File: src/rtl/rsc_map.vh
// constants for the reference select control register
`ifndef RSC_MAP_VH
`define RSC_MAP_VH
`define RSC_ADDR_W          8
`define RSC_DATA_W          8
`define RSC_REG_ADDR        8'hd1
`define RSC_RESET_VAL       8'h00
`define RSC_WRITE_MASK      8'h1f
`define RSC_BIT_CONV0_SEL   4
`define RSC_BIT_CONV1_SEL   3
`define RSC_BIT_TEMP_EN     2
`define RSC_BIT_BIAS_EN     1
`define RSC_BIT_BUF_EN      0
`define RSC_FIELD_W         5
`define RSC_FIELD_RESET     5'h00
`endif

File: src/rtl/rsc_field_reg.v
// storage flops for the defined bits of the control register
`timescale 1ns/1ps
`default_nettype none
`include "rsc_map.vh"

module rsc_field_reg (
  // clock and reset
  input  wire                    clk_in,
  input  wire                    rst_b_in,
  // write port
  input  wire                    wr_en_in,
  input  wire [`RSC_FIELD_W-1:0] wr_data_in,
  // stored value
  output reg  [`RSC_FIELD_W-1:0] field_out
);

  // ----------------------------------------
  // storage
  // ----------------------------------------
  always @(posedge clk_in) begin
    if (!rst_b_in) begin
      field_out <= `RSC_FIELD_RESET;
    end else if (wr_en_in) begin
      field_out <= wr_data_in;
    end
  end

endmodule // rsc_field_reg
`default_nettype wire

File: src/rtl/rsc_ref_ctrl.v
// reference select control register on the special-function bus
`timescale 1ns/1ps
`default_nettype none
`include "rsc_map.vh"

// Overview of operation
// - bit four selects first converter reference: pin when clear, first DAC when set.
// - bit three selects second converter reference: pin when clear, supply when set.
// - bit two turns the temperature sensor on; clear leaves it high impedance.
// - bit zero enables the reference buffer; clear makes its output high impedance.
module rsc_ref_ctrl (
  // clock and reset
  input  wire                  clk_in,
  input  wire                  rst_b_in,
  // special-function bus
  input  wire [`RSC_ADDR_W-1:0] sfr_addr_in,
  input  wire                  sfr_wr_in,
  input  wire                  sfr_rd_in,
  input  wire [`RSC_DATA_W-1:0] sfr_wdata_in,
  output reg  [`RSC_DATA_W-1:0] sfr_rdata_out,
  output reg                   sfr_hit_out,
  // analog controls
  output reg                   conv0_ref_select_out,
  output reg                   conv1_ref_select_out,
  output reg                   temp_sensor_enable_out,
  output reg                   bias_generator_enable_out,
  output reg                   ref_buffer_enable_out
);

  // ----------------------------------------
  // helper functions
  // ----------------------------------------
  // address compare shared by the read and write paths
  function addr_hit;
    input [`RSC_ADDR_W-1:0] a;
    begin
      addr_hit = (a == `RSC_REG_ADDR);
    end
  endfunction

  // keep only the defined low bits of a bus byte
  function [`RSC_FIELD_W-1:0] defined_bits;
    input [`RSC_DATA_W-1:0] d;
    begin
      defined_bits = d[`RSC_FIELD_W-1:0];
    end
  endfunction

  // widen the stored bits to a bus byte, unused bits as zero
  function [`RSC_DATA_W-1:0] read_word;
    input [`RSC_FIELD_W-1:0] f;
    begin
      read_word = {{(`RSC_DATA_W-`RSC_FIELD_W){1'h0}}, f};
    end
  endfunction

  // pick one defined bit of the stored field
  function field_bit;
    input [`RSC_FIELD_W-1:0] f;
    input integer            pos;
    begin
      field_bit = f[pos];
    end
  endfunction

  // reset value of one bit, taken from the register's reset byte
  function reset_bit;
    input integer pos;
    reg [`RSC_DATA_W-1:0] rv;
    begin
      rv        = `RSC_RESET_VAL;
      reset_bit = rv[pos];
    end
  endfunction

  // ----------------------------------------
  // bus decode
  // ----------------------------------------
  wire                    wr_hit;
  wire                    rd_hit;
  wire [`RSC_FIELD_W-1:0] field_q;
  wire [`RSC_FIELD_W-1:0] field_d;
  wire [`RSC_FIELD_W-1:0] next_field;

  assign wr_hit     = sfr_wr_in & addr_hit(sfr_addr_in);
  assign rd_hit     = sfr_rd_in & addr_hit(sfr_addr_in);
  // upper bits of write data dropped here
  assign field_d    = defined_bits(sfr_wdata_in);
  // outputs take the written value on the same edge as the store
  assign next_field = wr_hit ? field_d : field_q;

  // ----------------------------------------
  // stored field
  // ----------------------------------------
  rsc_field_reg u_field (
    .clk_in     (clk_in),
    .rst_b_in   (rst_b_in),
    .wr_en_in   (wr_hit),
    .wr_data_in (field_d),
    .field_out  (field_q)
  );

  // ----------------------------------------
  // next values of the outputs
  // ----------------------------------------
  wire                   conv0_sel_d;
  wire                   conv1_sel_d;
  wire                   temp_en_d;
  wire                   bias_en_d;
  wire                   buf_en_d;
  reg  [`RSC_DATA_W-1:0] rdata_d;
  reg                    hit_d;

  assign conv0_sel_d = field_bit(next_field, `RSC_BIT_CONV0_SEL);
  assign conv1_sel_d = field_bit(next_field, `RSC_BIT_CONV1_SEL);
  assign temp_en_d   = field_bit(next_field, `RSC_BIT_TEMP_EN);
  assign bias_en_d   = field_bit(next_field, `RSC_BIT_BIAS_EN);
  assign buf_en_d    = field_bit(next_field, `RSC_BIT_BUF_EN);

  // ----------------------------------------
  // read data mux
  // ----------------------------------------
  // a read in the write cycle returns the old value, not the new one
  always @* begin
    rdata_d = {`RSC_DATA_W{1'h0}};
    if (rd_hit) begin
      rdata_d = read_word(field_q);
    end
  end

  // ----------------------------------------
  // acknowledge
  // ----------------------------------------
  // any access to the register, read or write, is acknowledged
  always @* begin
    hit_d = 1'h0;
    if (rd_hit | wr_hit) begin
      hit_d = 1'h1;
    end
  end

  // ----------------------------------------
  // first converter reference select
  // ----------------------------------------
  always @(posedge clk_in) begin
    if (!rst_b_in) begin
      conv0_ref_select_out <= reset_bit(`RSC_BIT_CONV0_SEL);
    end else begin
      conv0_ref_select_out <= conv0_sel_d;
    end
  end

  // ----------------------------------------
  // second converter reference select
  // ----------------------------------------
  always @(posedge clk_in) begin
    if (!rst_b_in) begin
      conv1_ref_select_out <= reset_bit(`RSC_BIT_CONV1_SEL);
    end else begin
      conv1_ref_select_out <= conv1_sel_d;
    end
  end

  // ----------------------------------------
  // temperature sensor enable
  // ----------------------------------------
  always @(posedge clk_in) begin
    if (!rst_b_in) begin
      temp_sensor_enable_out <= reset_bit(`RSC_BIT_TEMP_EN);
    end else begin
      temp_sensor_enable_out <= temp_en_d;
    end
  end

  // ----------------------------------------
  // bias generator enable
  // ----------------------------------------
  // no check against converter use; keeping it set is up to software
  always @(posedge clk_in) begin
    if (!rst_b_in) begin
      bias_generator_enable_out <= reset_bit(`RSC_BIT_BIAS_EN);
    end else begin
      bias_generator_enable_out <= bias_en_d;
    end
  end

  // ----------------------------------------
  // reference buffer enable
  // ----------------------------------------
  always @(posedge clk_in) begin
    if (!rst_b_in) begin
      ref_buffer_enable_out <= reset_bit(`RSC_BIT_BUF_EN);
    end else begin
      ref_buffer_enable_out <= buf_en_d;
    end
  end

  // ----------------------------------------
  // read data register
  // ----------------------------------------
  always @(posedge clk_in) begin
    if (!rst_b_in) begin
      sfr_rdata_out <= {`RSC_DATA_W{1'h0}};
    end else begin
      sfr_rdata_out <= rdata_d;
    end
  end

  // ----------------------------------------
  // acknowledge register
  // ----------------------------------------
  always @(posedge clk_in) begin
    if (!rst_b_in) begin
      sfr_hit_out <= 1'h0;
    end else begin
      sfr_hit_out <= hit_d;
    end
  end

endmodule // rsc_ref_ctrl
`default_nettype wire

File: config.mk
export PLATFORM = sky130hd
export DESIGN_NAME = rsc_ref_ctrl
export DESIGN_NICKNAME = d
export VERILOG_FILES = /design/src/rtl/rsc_field_reg.v /design/src/rtl/rsc_ref_ctrl.v
export VERILOG_INCLUDE_DIRS = /design/src /design/src/rtl
export SDC_FILE = /design/constraint.sdc
export NUM_CORES = 1
export LEC_CHECK = 0
export ABC_AREA = 1
export BUFFER_PORTS_ARGS = -buffer_cell sky130_fd_sc_hd__buf_2
export CAP_MARGIN = 5
export CORE_AREA = 2 2 39 41
export CTS_BUF_LIST = sky130_fd_sc_hd__clkbuf_4
export CTS_CLUSTER_DIAMETER = 100
export CTS_CLUSTER_SIZE = 12
export DETAILED_ROUTE_END_ITERATION = 8
export DIE_AREA = 0 0 41 43
export GPL_ROUTABILITY_DRIVEN = 0
export MAX_ROUTING_LAYER = met4
export PLACE_DENSITY = 0.69
export SYNTH_ARGS = -nofsm -noshare
export SYNTH_HDL_FRONTEND = slang
export SYNTH_SLANG_ARGS = --single-unit
export TNS_END_PERCENT = 50
File: constraint.sdc
create_clock -name clk_in -period 0.96 [get_ports clk_in]
set_clock_uncertainty 0.1 [all_clocks]
set_input_delay 0.096 -clock clk_in [delete_from_list [all_inputs] [get_ports clk_in]]
set_output_delay 0.096 -clock clk_in [all_outputs]
set_load 0.02 [all_outputs]
==> results of run 1 <==
[cells in the mapped netlist]
| library cell | instances | area, um^2 |
|---|---|---|
| buf_4 | 3 | 22.5 |
| buf_6 | 1 | 11.3 |
| conb_1 | 1 | 3.75 |
| dfxtp_1 | 11 | 220 |
| inv_1 | 10 | 37.5 |
| nand2_1 | 14 | 52.6 |
| nand3_2 | 1 | 10.0 |
| nand4_1 | 1 | 6.26 |
| nor2_1 | 15 | 56.3 |
| nor2_2 | 2 | 12.5 |
| o21ai_0 | 1 | 5.00 |
[state kept, by name, summed over array words and instances (netlist names)]
name	flops
sfr_hit_out	1
sfr_rdata_out	5
conv0_ref_select_out	1
u_field.field_out	4
[area by class of cell]
cell class                      count  area (um^2)  area share, %
Tap cell                           16         20.0           2.95
Clock buffer                        4         30.0           4.42
Multi-Input combinational cell     37          154           22.7
Inverter                           10         37.5           5.52
Sequential cell                    11          228           33.5
Timing Repair Buffer               32          210           30.9
[metal layers]
metal / global-route usage [%] / up-vias
li1: - / 236
met1: 11.4 / 182
met2: 23.1 / 15
met3: 1.57 / 0
met4: 8.00 / 0
met5: - / -
[final timing paths]
| check | cells after the start | endpoint | startpoint |
|---|---|---|---|
| setup / recovery | 1 | conv0_ref_select_out | conv0_ref_select_out |
| hold / removal | 3 | u_field.field_out[1] | rst_b_in |
| setup reg to reg | 4 | u_field.field_out[1] | u_field.field_out[1] |
| hold reg to reg | 2 | sfr_rdata_out[2] | u_field.field_out[2] |
[what timing repair did]
action / CTS / global route
resized for setup: 7 / 8
setup endpoints to repair: 6 / 6
hold endpoints to repair: 5 / 0
hold buffers: 5 / 0
[power breakdown]
part           leakage, uW  switching [uW]  internal [uW]  total [uW]
logic             0.000271            34.4           41.3        75.8
registers        0.0000917           0.325            456         457
clock network    0.0000184             161            189         350
[per-stage QoR]
stage / instances / hold slack (ns) / setup WS [ns]
after global routing: 110 / 0.00765 / -0.00189
after global placement: 101 / 0.216 / -0.0610
after floorplan: 62 / 0.116 / 0.122
final: 110 / 0.00236 / 0.0227
after detailed placement: 101 / 0.225 / -0.0730
after CTS: 110 / 0.00415 / 0.00567
[logic make-up after synthesis]
| kind of cell | after synthesis | share of synthesized area (%) |
|---|---|---|
| other cells | 1 | 0.856 |
| compound gates | 1 | 1.14 |
| simple gates | 33 | 31.4 |
| flops | 11 | 50.3 |
| buf+inv | 14 | 16.3 |
==> metrics.json, run 1 <==
{
  "run_status": {"value": "finished, final reports clean"},
  "dr.pass1.iters": {"value": 4},
  "core_region_area": {"value": 1380, "unit": "um^2"},
  "synth_warnings": {"value": 0},
  "fin_util": {"value": 49.1, "unit": "%"},
  "die-height": {"value": 43, "unit": "um"},
  "worst_hold_path_type": {"value": "in -> reg"},
  "grt_max_degree": {"value": 12},
  "routed-wl-met3": {"value": 48, "unit": "um"},
  "dpl_cell_area": {"value": 567, "unit": "um^2"},
  "worst_path_dominant_cell_family": {"value": "flip-flops"},
  "postRouteWirelength": {"value": 1020, "unit": "um"},
  "part_of_the_yosys_area_used_for_sequential_elements": {"value": 50.3, "unit": "%"},
  "critPathSlowestCell": {"value": "dfxtp_2"},
  "synth_area": {"value": 438, "unit": "um^2"},
  "worst_ep_required_time": {"value": 0.76, "unit": "ns"},
  "layout.cells.most_common_list": {"value": "buf_2, nor2_1, nand2_1"},
  "most_common_cell_after_layout_fill_and_taps_aside": {"value": "buf_2"},
  "critical_path_class": {"value": "reg -> out"},
  "timing.final.hold_violations": {"value": 0},
  "antenna_violating_nets_post_route": {"value": 0},
  "fraction_of_final_layout_cells_with_drive_strength_greater_than_1": {"value": 42.6, "unit": "%"},
  "clock_sinks": {"value": 11},
  "dieArea": {"value": 1760, "unit": "um^2"},
  "clock_path_buffers": {"value": 2},
  "power_density": {"value": 1300, "unit": "nW/um^2"},
  "detail_route.wirelength.met1": {"value": 416, "unit": "um"},
  "fp-row-count": {"value": 14},
  "start_kind": {"value": "flop"},
  "worst-r2r-setup-slack": {"value": 0.20, "unit": "ns"},
  "num_vias": {"value": 433},
  "post-route-drc-count": {"value": 0},
  "setup_tns": {"value": 0, "unit": "ns"},
  "port_buffers": {"value": 27},
  "wl_per_cell": {"value": 9.30, "unit": "um"},
  "fillers": {"value": 126},
  "hpwl": {"value": 679, "unit": "um"},
  "timing.final.setup_violations": {"value": 0},
  "total_power_after_layout": {"value": 882, "unit": "uW"},
  "synthesized_area_per_cell": {"value": 7.30, "unit": "um^2"},
  "synthToLayoutAreaGrowth": {"value": 55.1, "unit": "%"},
  "power.ir.vdd_worst": {"value": 0.504, "unit": "mV"},
  "grt_first_pass_wirelength": {"value": 1430, "unit": "um"},
  "antenna_violations_before_repair": {"value": 0},
  "fp.dieW": {"value": 41, "unit": "um"},
  "yosys_register_bits": {"value": 11},
  "grtUsageTotal": {"value": 12.8, "unit": "%"},
  "top_layer_used": {"value": "met3"},
  "number_of_primary_i_o_pins": {"value": 34},
  "crit_path_cell_trace": {"value": "buf_4"},
  "max_cap_viol_count": {"value": 0},
  "h-tree-depth": {"value": 1},
  "initial_utilization": {"value": 31.6, "unit": "%"},
  "gr-total-overflow": {"value": 0},
  "grt_setup_unrepaired": {"value": "yes"},
  "dr.first_iter.drc_count": {"value": 5},
  "tritoncts.num_buffers": {"value": 3},
  "detailroute.wirelength.met2": {"value": 558, "unit": "um"},
  "route.detailed.vias_per_inst": {"value": 3.94},
  "worst-path-buf-inv": {"value": 1},
  "clk_root_buffer_cell": {"value": "clkbuf_4"},
  "yosys.cell_types.count": {"value": 11},
  "stdcell_area": {"value": 679, "unit": "um^2"},
  "syn-instance-count": {"value": 60},
  "crit_path_max_fanout": {"value": 2},
  "n_antenna_cell": {"value": 0},
  "min_period_over_period": {"value": 97.6, "unit": "%"},
  "static_power_due_to_leakage": {"value": 0.000381, "unit": "uW"},
  "max_clock_freq": {"value": 1070, "unit": "MHz"},
  "number_of_max_slew_violations_in_the_final_report": {"value": 0},
  "maximum_cell_stage_delay_along_the_critical_path": {"value": 0.32, "unit": "ns"},
  "first_global_vias": {"value": 358},
  "cts_tree": {"value": "yes"},
  "cp.arrival": {"value": 0.74, "unit": "ns"},
  "cts.reportedPaths.clkPinSlew": {"value": 0.08, "unit": "ns"},
  "final_period_minus_worst_setup_slack": {"value": 0.937, "unit": "ns"},
  "clkLatencyLatePin": {"value": 0.27, "unit": "ns"},
  "finalNetCount": {"value": 115},
  "cts_setup_buffers": {"value": 0},
  "worst_setup_path_end_kind": {"value": "output port"}
}
(Power assumes the default switching activity.)
==> run 2, diff against run 1 <==
Settings changed: BUFFER_PORTS_ARGS -buffer_cell sky130_fd_sc_hd__buf_2 to unset, DONT_BUFFER_PORTS set to 1, PLACE_DENSITY 0.69 to unset.
==> metrics.json, run 2 (synthesis results as in run 1) <==
{
  "run_status": {"value": "finished, final reports clean"},
  "setup_slack_at_placement": {"value": 0.0215, "unit": "ns"},
  "tritoncts.num_buffers": {"value": 3},
  "antenna_violating_nets_post_route": {"value": 0},
  "setup_tns": {"value": 0, "unit": "ns"},
  "route.detailed.vias_per_inst": {"value": 4.06},
  "n_antenna_cell": {"value": 0},
  "wl_per_cell": {"value": 9.16, "unit": "um"},
  "dr.first_iter.drc_count": {"value": 6},
  "start_kind": {"value": "flop"},
  "gr-total-overflow": {"value": 0},
  "initial_utilization": {"value": 31.6, "unit": "%"},
  "largest_registers": {"value": "sfr_rdata_out x5, u_field.field_out x4"},
  "antenna_violations_before_repair": {"value": 0},
  "first_global_vias": {"value": 352},
  "postRouteWirelength": {"value": 815, "unit": "um"},
  "grt_max_degree": {"value": 12},
  "fraction_of_final_layout_cells_with_drive_strength_greater_than_1": {"value": 19.2, "unit": "%"},
  "timing.final.setup_violations": {"value": 0},
  "finalWorstSetupSlack": {"value": 0.0284, "unit": "ns"},
  "clkLatencyLatePin": {"value": 0.26, "unit": "ns"},
  "worst_setup_path_end_kind": {"value": "output port"},
  "max_cap_viol_count": {"value": 0},
  "hpwl": {"value": 560, "unit": "um"},
  "num_vias": {"value": 361},
  "grtUsageTotal": {"value": 12.8, "unit": "%"},
  "reg_with_most_ffs": {"value": "sfr_rdata_out"},
  "synthToLayoutAreaGrowth": {"value": 28.6, "unit": "%"},
  "cts_tree": {"value": "yes"},
  "most_common_cell_after_layout_fill_and_taps_aside": {"value": "nor2_1"},
  "worst_path_dominant_cell_family": {"value": "flip-flops"},
  "power.ir.vdd_worst": {"value": 0.573, "unit": "mV"},
  "port_buffers": {"value": 0},
  "final_period_minus_worst_setup_slack": {"value": 0.932, "unit": "ns"},
  "crit_path_cell_trace": {"value": "buf_4"},
  "max_clock_freq": {"value": 1070, "unit": "MHz"},
  "worst_ep_required_time": {"value": 0.76, "unit": "ns"},
  "timing.final.hold_violations": {"value": 0},
  "grt_first_pass_wirelength": {"value": 1410, "unit": "um"},
  "cp.arrival": {"value": 0.74, "unit": "ns"},
  "clock_path_buffers": {"value": 2},
  "static_power_due_to_leakage": {"value": 0.000286, "unit": "uW"},
  "crit_path_max_fanout": {"value": 2},
  "die-height": {"value": 43, "unit": "um"},
  "clock_sinks": {"value": 11},
  "grt_setup_unrepaired": {"value": "no"},
  "dieArea": {"value": 1760, "unit": "um^2"},
  "worst-path-buf-inv": {"value": 1},
  "core_region_area": {"value": 1380, "unit": "um^2"},
  "dr.pass1.iters": {"value": 4},
  "cts.reportedPaths.clkPinSlew": {"value": 0.07, "unit": "ns"},
  "largest_reg_flops": {"value": 5},
  "finalNetCount": {"value": 94},
  "maximum_cell_stage_delay_along_the_critical_path": {"value": 0.33, "unit": "ns"},
  "number_of_max_slew_violations_in_the_final_report": {"value": 0},
  "layout.cells.most_common_list": {"value": "nor2_1, nand2_1, inv_1"},
  "min_period_over_period": {"value": 97.0, "unit": "%"},
  "critical_path_class": {"value": "reg -> out"},
  "critPathSlowestCell": {"value": "dfxtp_1"},
  "worst_hold_path_type": {"value": "in -> reg"},
  "h-tree-depth": {"value": 1},
  "fp-row-count": {"value": 14},
  "fp.dieW": {"value": 41, "unit": "um"},
  "clk_root_buffer_cell": {"value": "clkbuf_4"},
  "post-route-drc-count": {"value": 0},
  "power_density": {"value": 1430, "unit": "nW/um^2"},
  "number_of_primary_i_o_pins": {"value": 34}
}
## run 2: cell types whose count changed in the layout (fill, tap and decap cells not counted)
cell	change
buf_2	-20
buf_6	-1
dfxtp_2	-4
buf_4	-1
clkbuf_4	-1
dfxtp_1	+4
clkinv_2	+1
dlygate4sd3_1	+1
## run 2: layer usage
metal  wire [um]  part of all wire (%)  up-vias  track usage (%)
li1            -                     -      195                -
met1         306                    38      151             11.7
met2         458                    56       13             20.0
met3          36                   4.4        2             4.71
met4          12                   1.5        0             10.0
met5           0                     0        -                -
## run 2: report_power, final
| group | internal, uW | switching (uW) |
|---|---|---|
| combinational | 22.1 | 26.0 |
| clock | 154 | 148 |
| sequential | 456 | 0.382 |
| total | 633 | 174 |
## run 2: final timing paths
check | cells after the start | start | slack (ns) | end
min reg2reg | 2 | u_field.field_out[0] | 0.35 | sfr_rdata_out[0]
min | 2 | rst_b_in | 0.03 | sfr_rdata_out[3]
max | 1 | u_field.field_out[2] | 0.03 | temp_sensor_enable_out
max reg2reg | 4 | u_field.field_out[3] | 0.23 | u_field.field_out[3]
## run 2: final cells by class
class	count	area, um^2
tap	16	20.0
timing repair buffer	11	101
clock inverter	1	5.00
multi-input combinational	37	154
clock buffer	3	22.5
sequential	11	223
inverter	10	37.5
fill	152	821
## run 2: repair_timing
| item | 4_1_cts | 5_1_grt |
|---|---|---|
| endpoints found under the hold margin | 6 | 0 |
| hold buffers | 6 | 0 |
| resized for setup | 0 | 3 |
| endpoints found under the setup margin | 0 | 2 |
| buffers inserted | 0 | 0 |
## run 2: stage by stage
stage                     utilization (%)  instance area [um^2]  total power [uW]  std cells  hold WS (ns)
after global routing                 40.7                   563               849         89        0.0453
after detailed placement             33.9                   469               493         79         0.123
after global placement               33.9                   469               492         79         0.118
after floorplan                         -                   445               500         62         0.116
final                                40.7                   563               807         89        0.0297
after CTS                            40.2                   557               830         89        0.0257
==> run 3, diff against run 2 <==
Clock period 0.96 ns to 0.81 ns, I/O delays scaled along.
==> metrics.json, run 3 (synthesis results as in run 1) <==
{
  "dr.first_iter.drc_count": {"value": 0},
  "number_of_primary_i_o_pins": {"value": 34},
  "clk_root_buffer_cell": {"value": "clkbuf_4"},
  "worst_ep_required_time": {"value": 0.63, "unit": "ns"},
  "antenna_violating_nets_post_route": {"value": 0},
  "worst_hold_path_type": {"value": "in -> reg"},
  "core_region_area": {"value": 1380, "unit": "um^2"},
  "max_cap_viol_count": {"value": 0},
  "clock_sinks": {"value": 11},
  "largest_registers": {"value": "sfr_rdata_out x5, u_field.field_out x4"},
  "grtUsageTotal": {"value": 11.1, "unit": "%"},
  "post-place-cells": {"value": 79},
  "fraction_of_final_layout_cells_with_drive_strength_greater_than_1": {"value": 31.5, "unit": "%"},
  "min_period_over_period": {"value": 111, "unit": "%"},
  "critical_path_class": {"value": "reg -> out"},
  "final_period_minus_worst_setup_slack": {"value": 0.897, "unit": "ns"},
  "worstRegToRegCells": {"value": 4},
  "setup_tns": {"value": -0.388, "unit": "ns"},
  "groute.layer.met1.usage": {"value": 10.6, "unit": "%"},
  "clock_path_buffers": {"value": 2},
  "grt-busiest-layer": {"value": "met2"},
  "gr-total-overflow": {"value": 0},
  "timing.final.hold_violations": {"value": 5},
  "wl_per_cell": {"value": 9.76, "unit": "um"},
  "maximum_cell_stage_delay_along_the_critical_path": {"value": 0.34, "unit": "ns"},
  "area.sequential": {"value": 249, "unit": "um^2"},
  "timing.final.setup_violations": {"value": 9},
  "synthToLayoutAreaGrowth": {"value": 39.1, "unit": "%"},
  "dieArea": {"value": 1760, "unit": "um^2"},
  "port_buffers": {"value": 0},
  "holdCritStartpoint": {"value": "rst_b_in"},
  "failed_checks": {"value": "hold timing, setup timing"},
  "cts.reportedPaths.clkPinSlew": {"value": 0.07, "unit": "ns"},
  "layout.cells.most_common_list": {"value": "nor2_1, nand2_1, inv_1"},
  "most_common_cell_after_layout_fill_and_taps_aside": {"value": "nor2_1"},
  "run_status": {"value": "complete, but fails checks"},
  "fin_util": {"value": 44.0, "unit": "%"},
  "largest_reg_flops": {"value": 5},
  "fp-row-count": {"value": 14},
  "finalNetCount": {"value": 94},
  "worst_hold_path.num_cells": {"value": 2},
  "worstReg2RegEnd": {"value": "u_field.field_out[3]"},
  "h-tree-depth": {"value": 1},
  "cts_tree": {"value": "yes"},
  "fp.dieW": {"value": 41, "unit": "um"},
  "grtUsageMet2": {"value": 17.8, "unit": "%"},
  "power_density": {"value": 1590, "unit": "nW/um^2"},
  "reg_with_most_ffs": {"value": "sfr_rdata_out"},
  "antenna_violations_before_repair": {"value": 0},
  "worst_r2r_startpoint": {"value": "u_field.field_out[3]"},
  "grt_setup_unrepaired": {"value": "yes"},
  "power.ir.vdd_worst": {"value": 0.632, "unit": "mV"},
  "crit_path_start": {"value": "u_field.field_out[1]"},
  "worst-path-buf-inv": {"value": 1},
  "gr-usage-met3": {"value": 1.57, "unit": "%"},
  "first_global_vias": {"value": 326},
  "critPathSlowestCell": {"value": "dfxtp_2"},
  "multi_input_area": {"value": 154, "unit": "um^2"},
  "holdPathEnd": {"value": "sfr_rdata_out[1]"},
  "num_vias": {"value": 369},
  "route.detailed.vias_per_inst": {"value": 4.15},
  "max_clock_freq": {"value": 1120, "unit": "MHz"},
  "crit_path_max_fanout": {"value": 2},
  "cp.arrival": {"value": 0.72, "unit": "ns"},
  "post-route-drc-count": {"value": 0},
  "worst_setup_path_end_kind": {"value": "output port"},
  "worst_path_dominant_cell_family": {"value": "flip-flops"},
  "tritoncts.num_buffers": {"value": 3},
  "grt_first_pass_wirelength": {"value": 1230, "unit": "um"},
  "final-instance-count-excl-fill": {"value": 89},
  "grt_max_degree": {"value": 12},
  "fin_hold_ws": {"value": -0.00954, "unit": "ns"},
  "fillers": {"value": 148},
  "crit_path_cell_trace": {"value": "buf_6"},
  "finalWorstSetupSlack": {"value": -0.0868, "unit": "ns"},
  "hpwl": {"value": 596, "unit": "um"},
  "n_antenna_cell": {"value": 0},
  "initial_utilization": {"value": 31.6, "unit": "%"},
  "die-height": {"value": 43, "unit": "um"},
  "static_power_due_to_leakage": {"value": 0.000304, "unit": "uW"},
  "postRouteWirelength": {"value": 869, "unit": "um"},
  "worst-r2r-setup-slack": {"value": 0.06, "unit": "ns"},
  "number_of_max_slew_violations_in_the_final_report": {"value": 0},
  "start_kind": {"value": "flop"},
  "dr.pass1.iters": {"value": 1},
  "clkLatencyLatePin": {"value": 0.26, "unit": "ns"}
}
run 3: layout make-up:
class / count / area share, %
Sequential cell: 11 / 40.9
Clock buffer: 4 / 4.93
Inverter: 10 / 6.16
Tap cell: 16 / 3.29
Multi-Input combinational cell: 37 / 25.3
Timing Repair Buffer: 11 / 19.5
run 3: layer usage:
layer / up-vias / routed length [um]
li1: 192 / -
met1: 156 / 324
met2: 19 / 477
met3: 2 / 54
met4: 0 / 12
met5: - / 0
run 3: power by group:
group          total [uW]  internal (uW)  switching [uW]
Combinational        58.5           27.3            31.2
Clock                 391            223             167
Sequential            521            521           0.557
Total                 971            772             199
run 3: through the flow:
step | total power [uW] | hold slack [ns] | area [um^2] | worst slack (ns)
floorplan | 593 | 0.101 | 445 | -0.0135
global placement | 583 | 0.102 | 469 | -0.0948
detailed placement | 584 | 0.110 | 469 | -0.114
CTS | 982 | -0.000298 | 607 | -0.0826
global route | 1020 | 0.00206 | 609 | -0.111
finish | 971 | -0.00954 | 609 | -0.0868
run 3: repair_timing:
item                                    4_1_cts  5_1_grt
setup buffers                                 0        0
resized for setup                            22        1
endpoints found under the hold margin         6        0
endpoints found under the setup margin       11       17
gates cloned                                  0        0
hold buffers                                  6        0
run 3: how the worst max path moves through the flow:
stage | endpoint | slack (ns) | cells after the start
2_1_floorplan | conv0_ref_select_out | -0.01 | 7
3_3_place_gp | conv0_ref_select_out | -0.09 | 6
3_5_place_dp | conv0_ref_select_out | -0.11 | 6
4_1_cts | bias_generator_enable_out | -0.08 | 1
5_1_grt | bias_generator_enable_out | -0.11 | 1
6_report | bias_generator_enable_out | -0.09 | 1
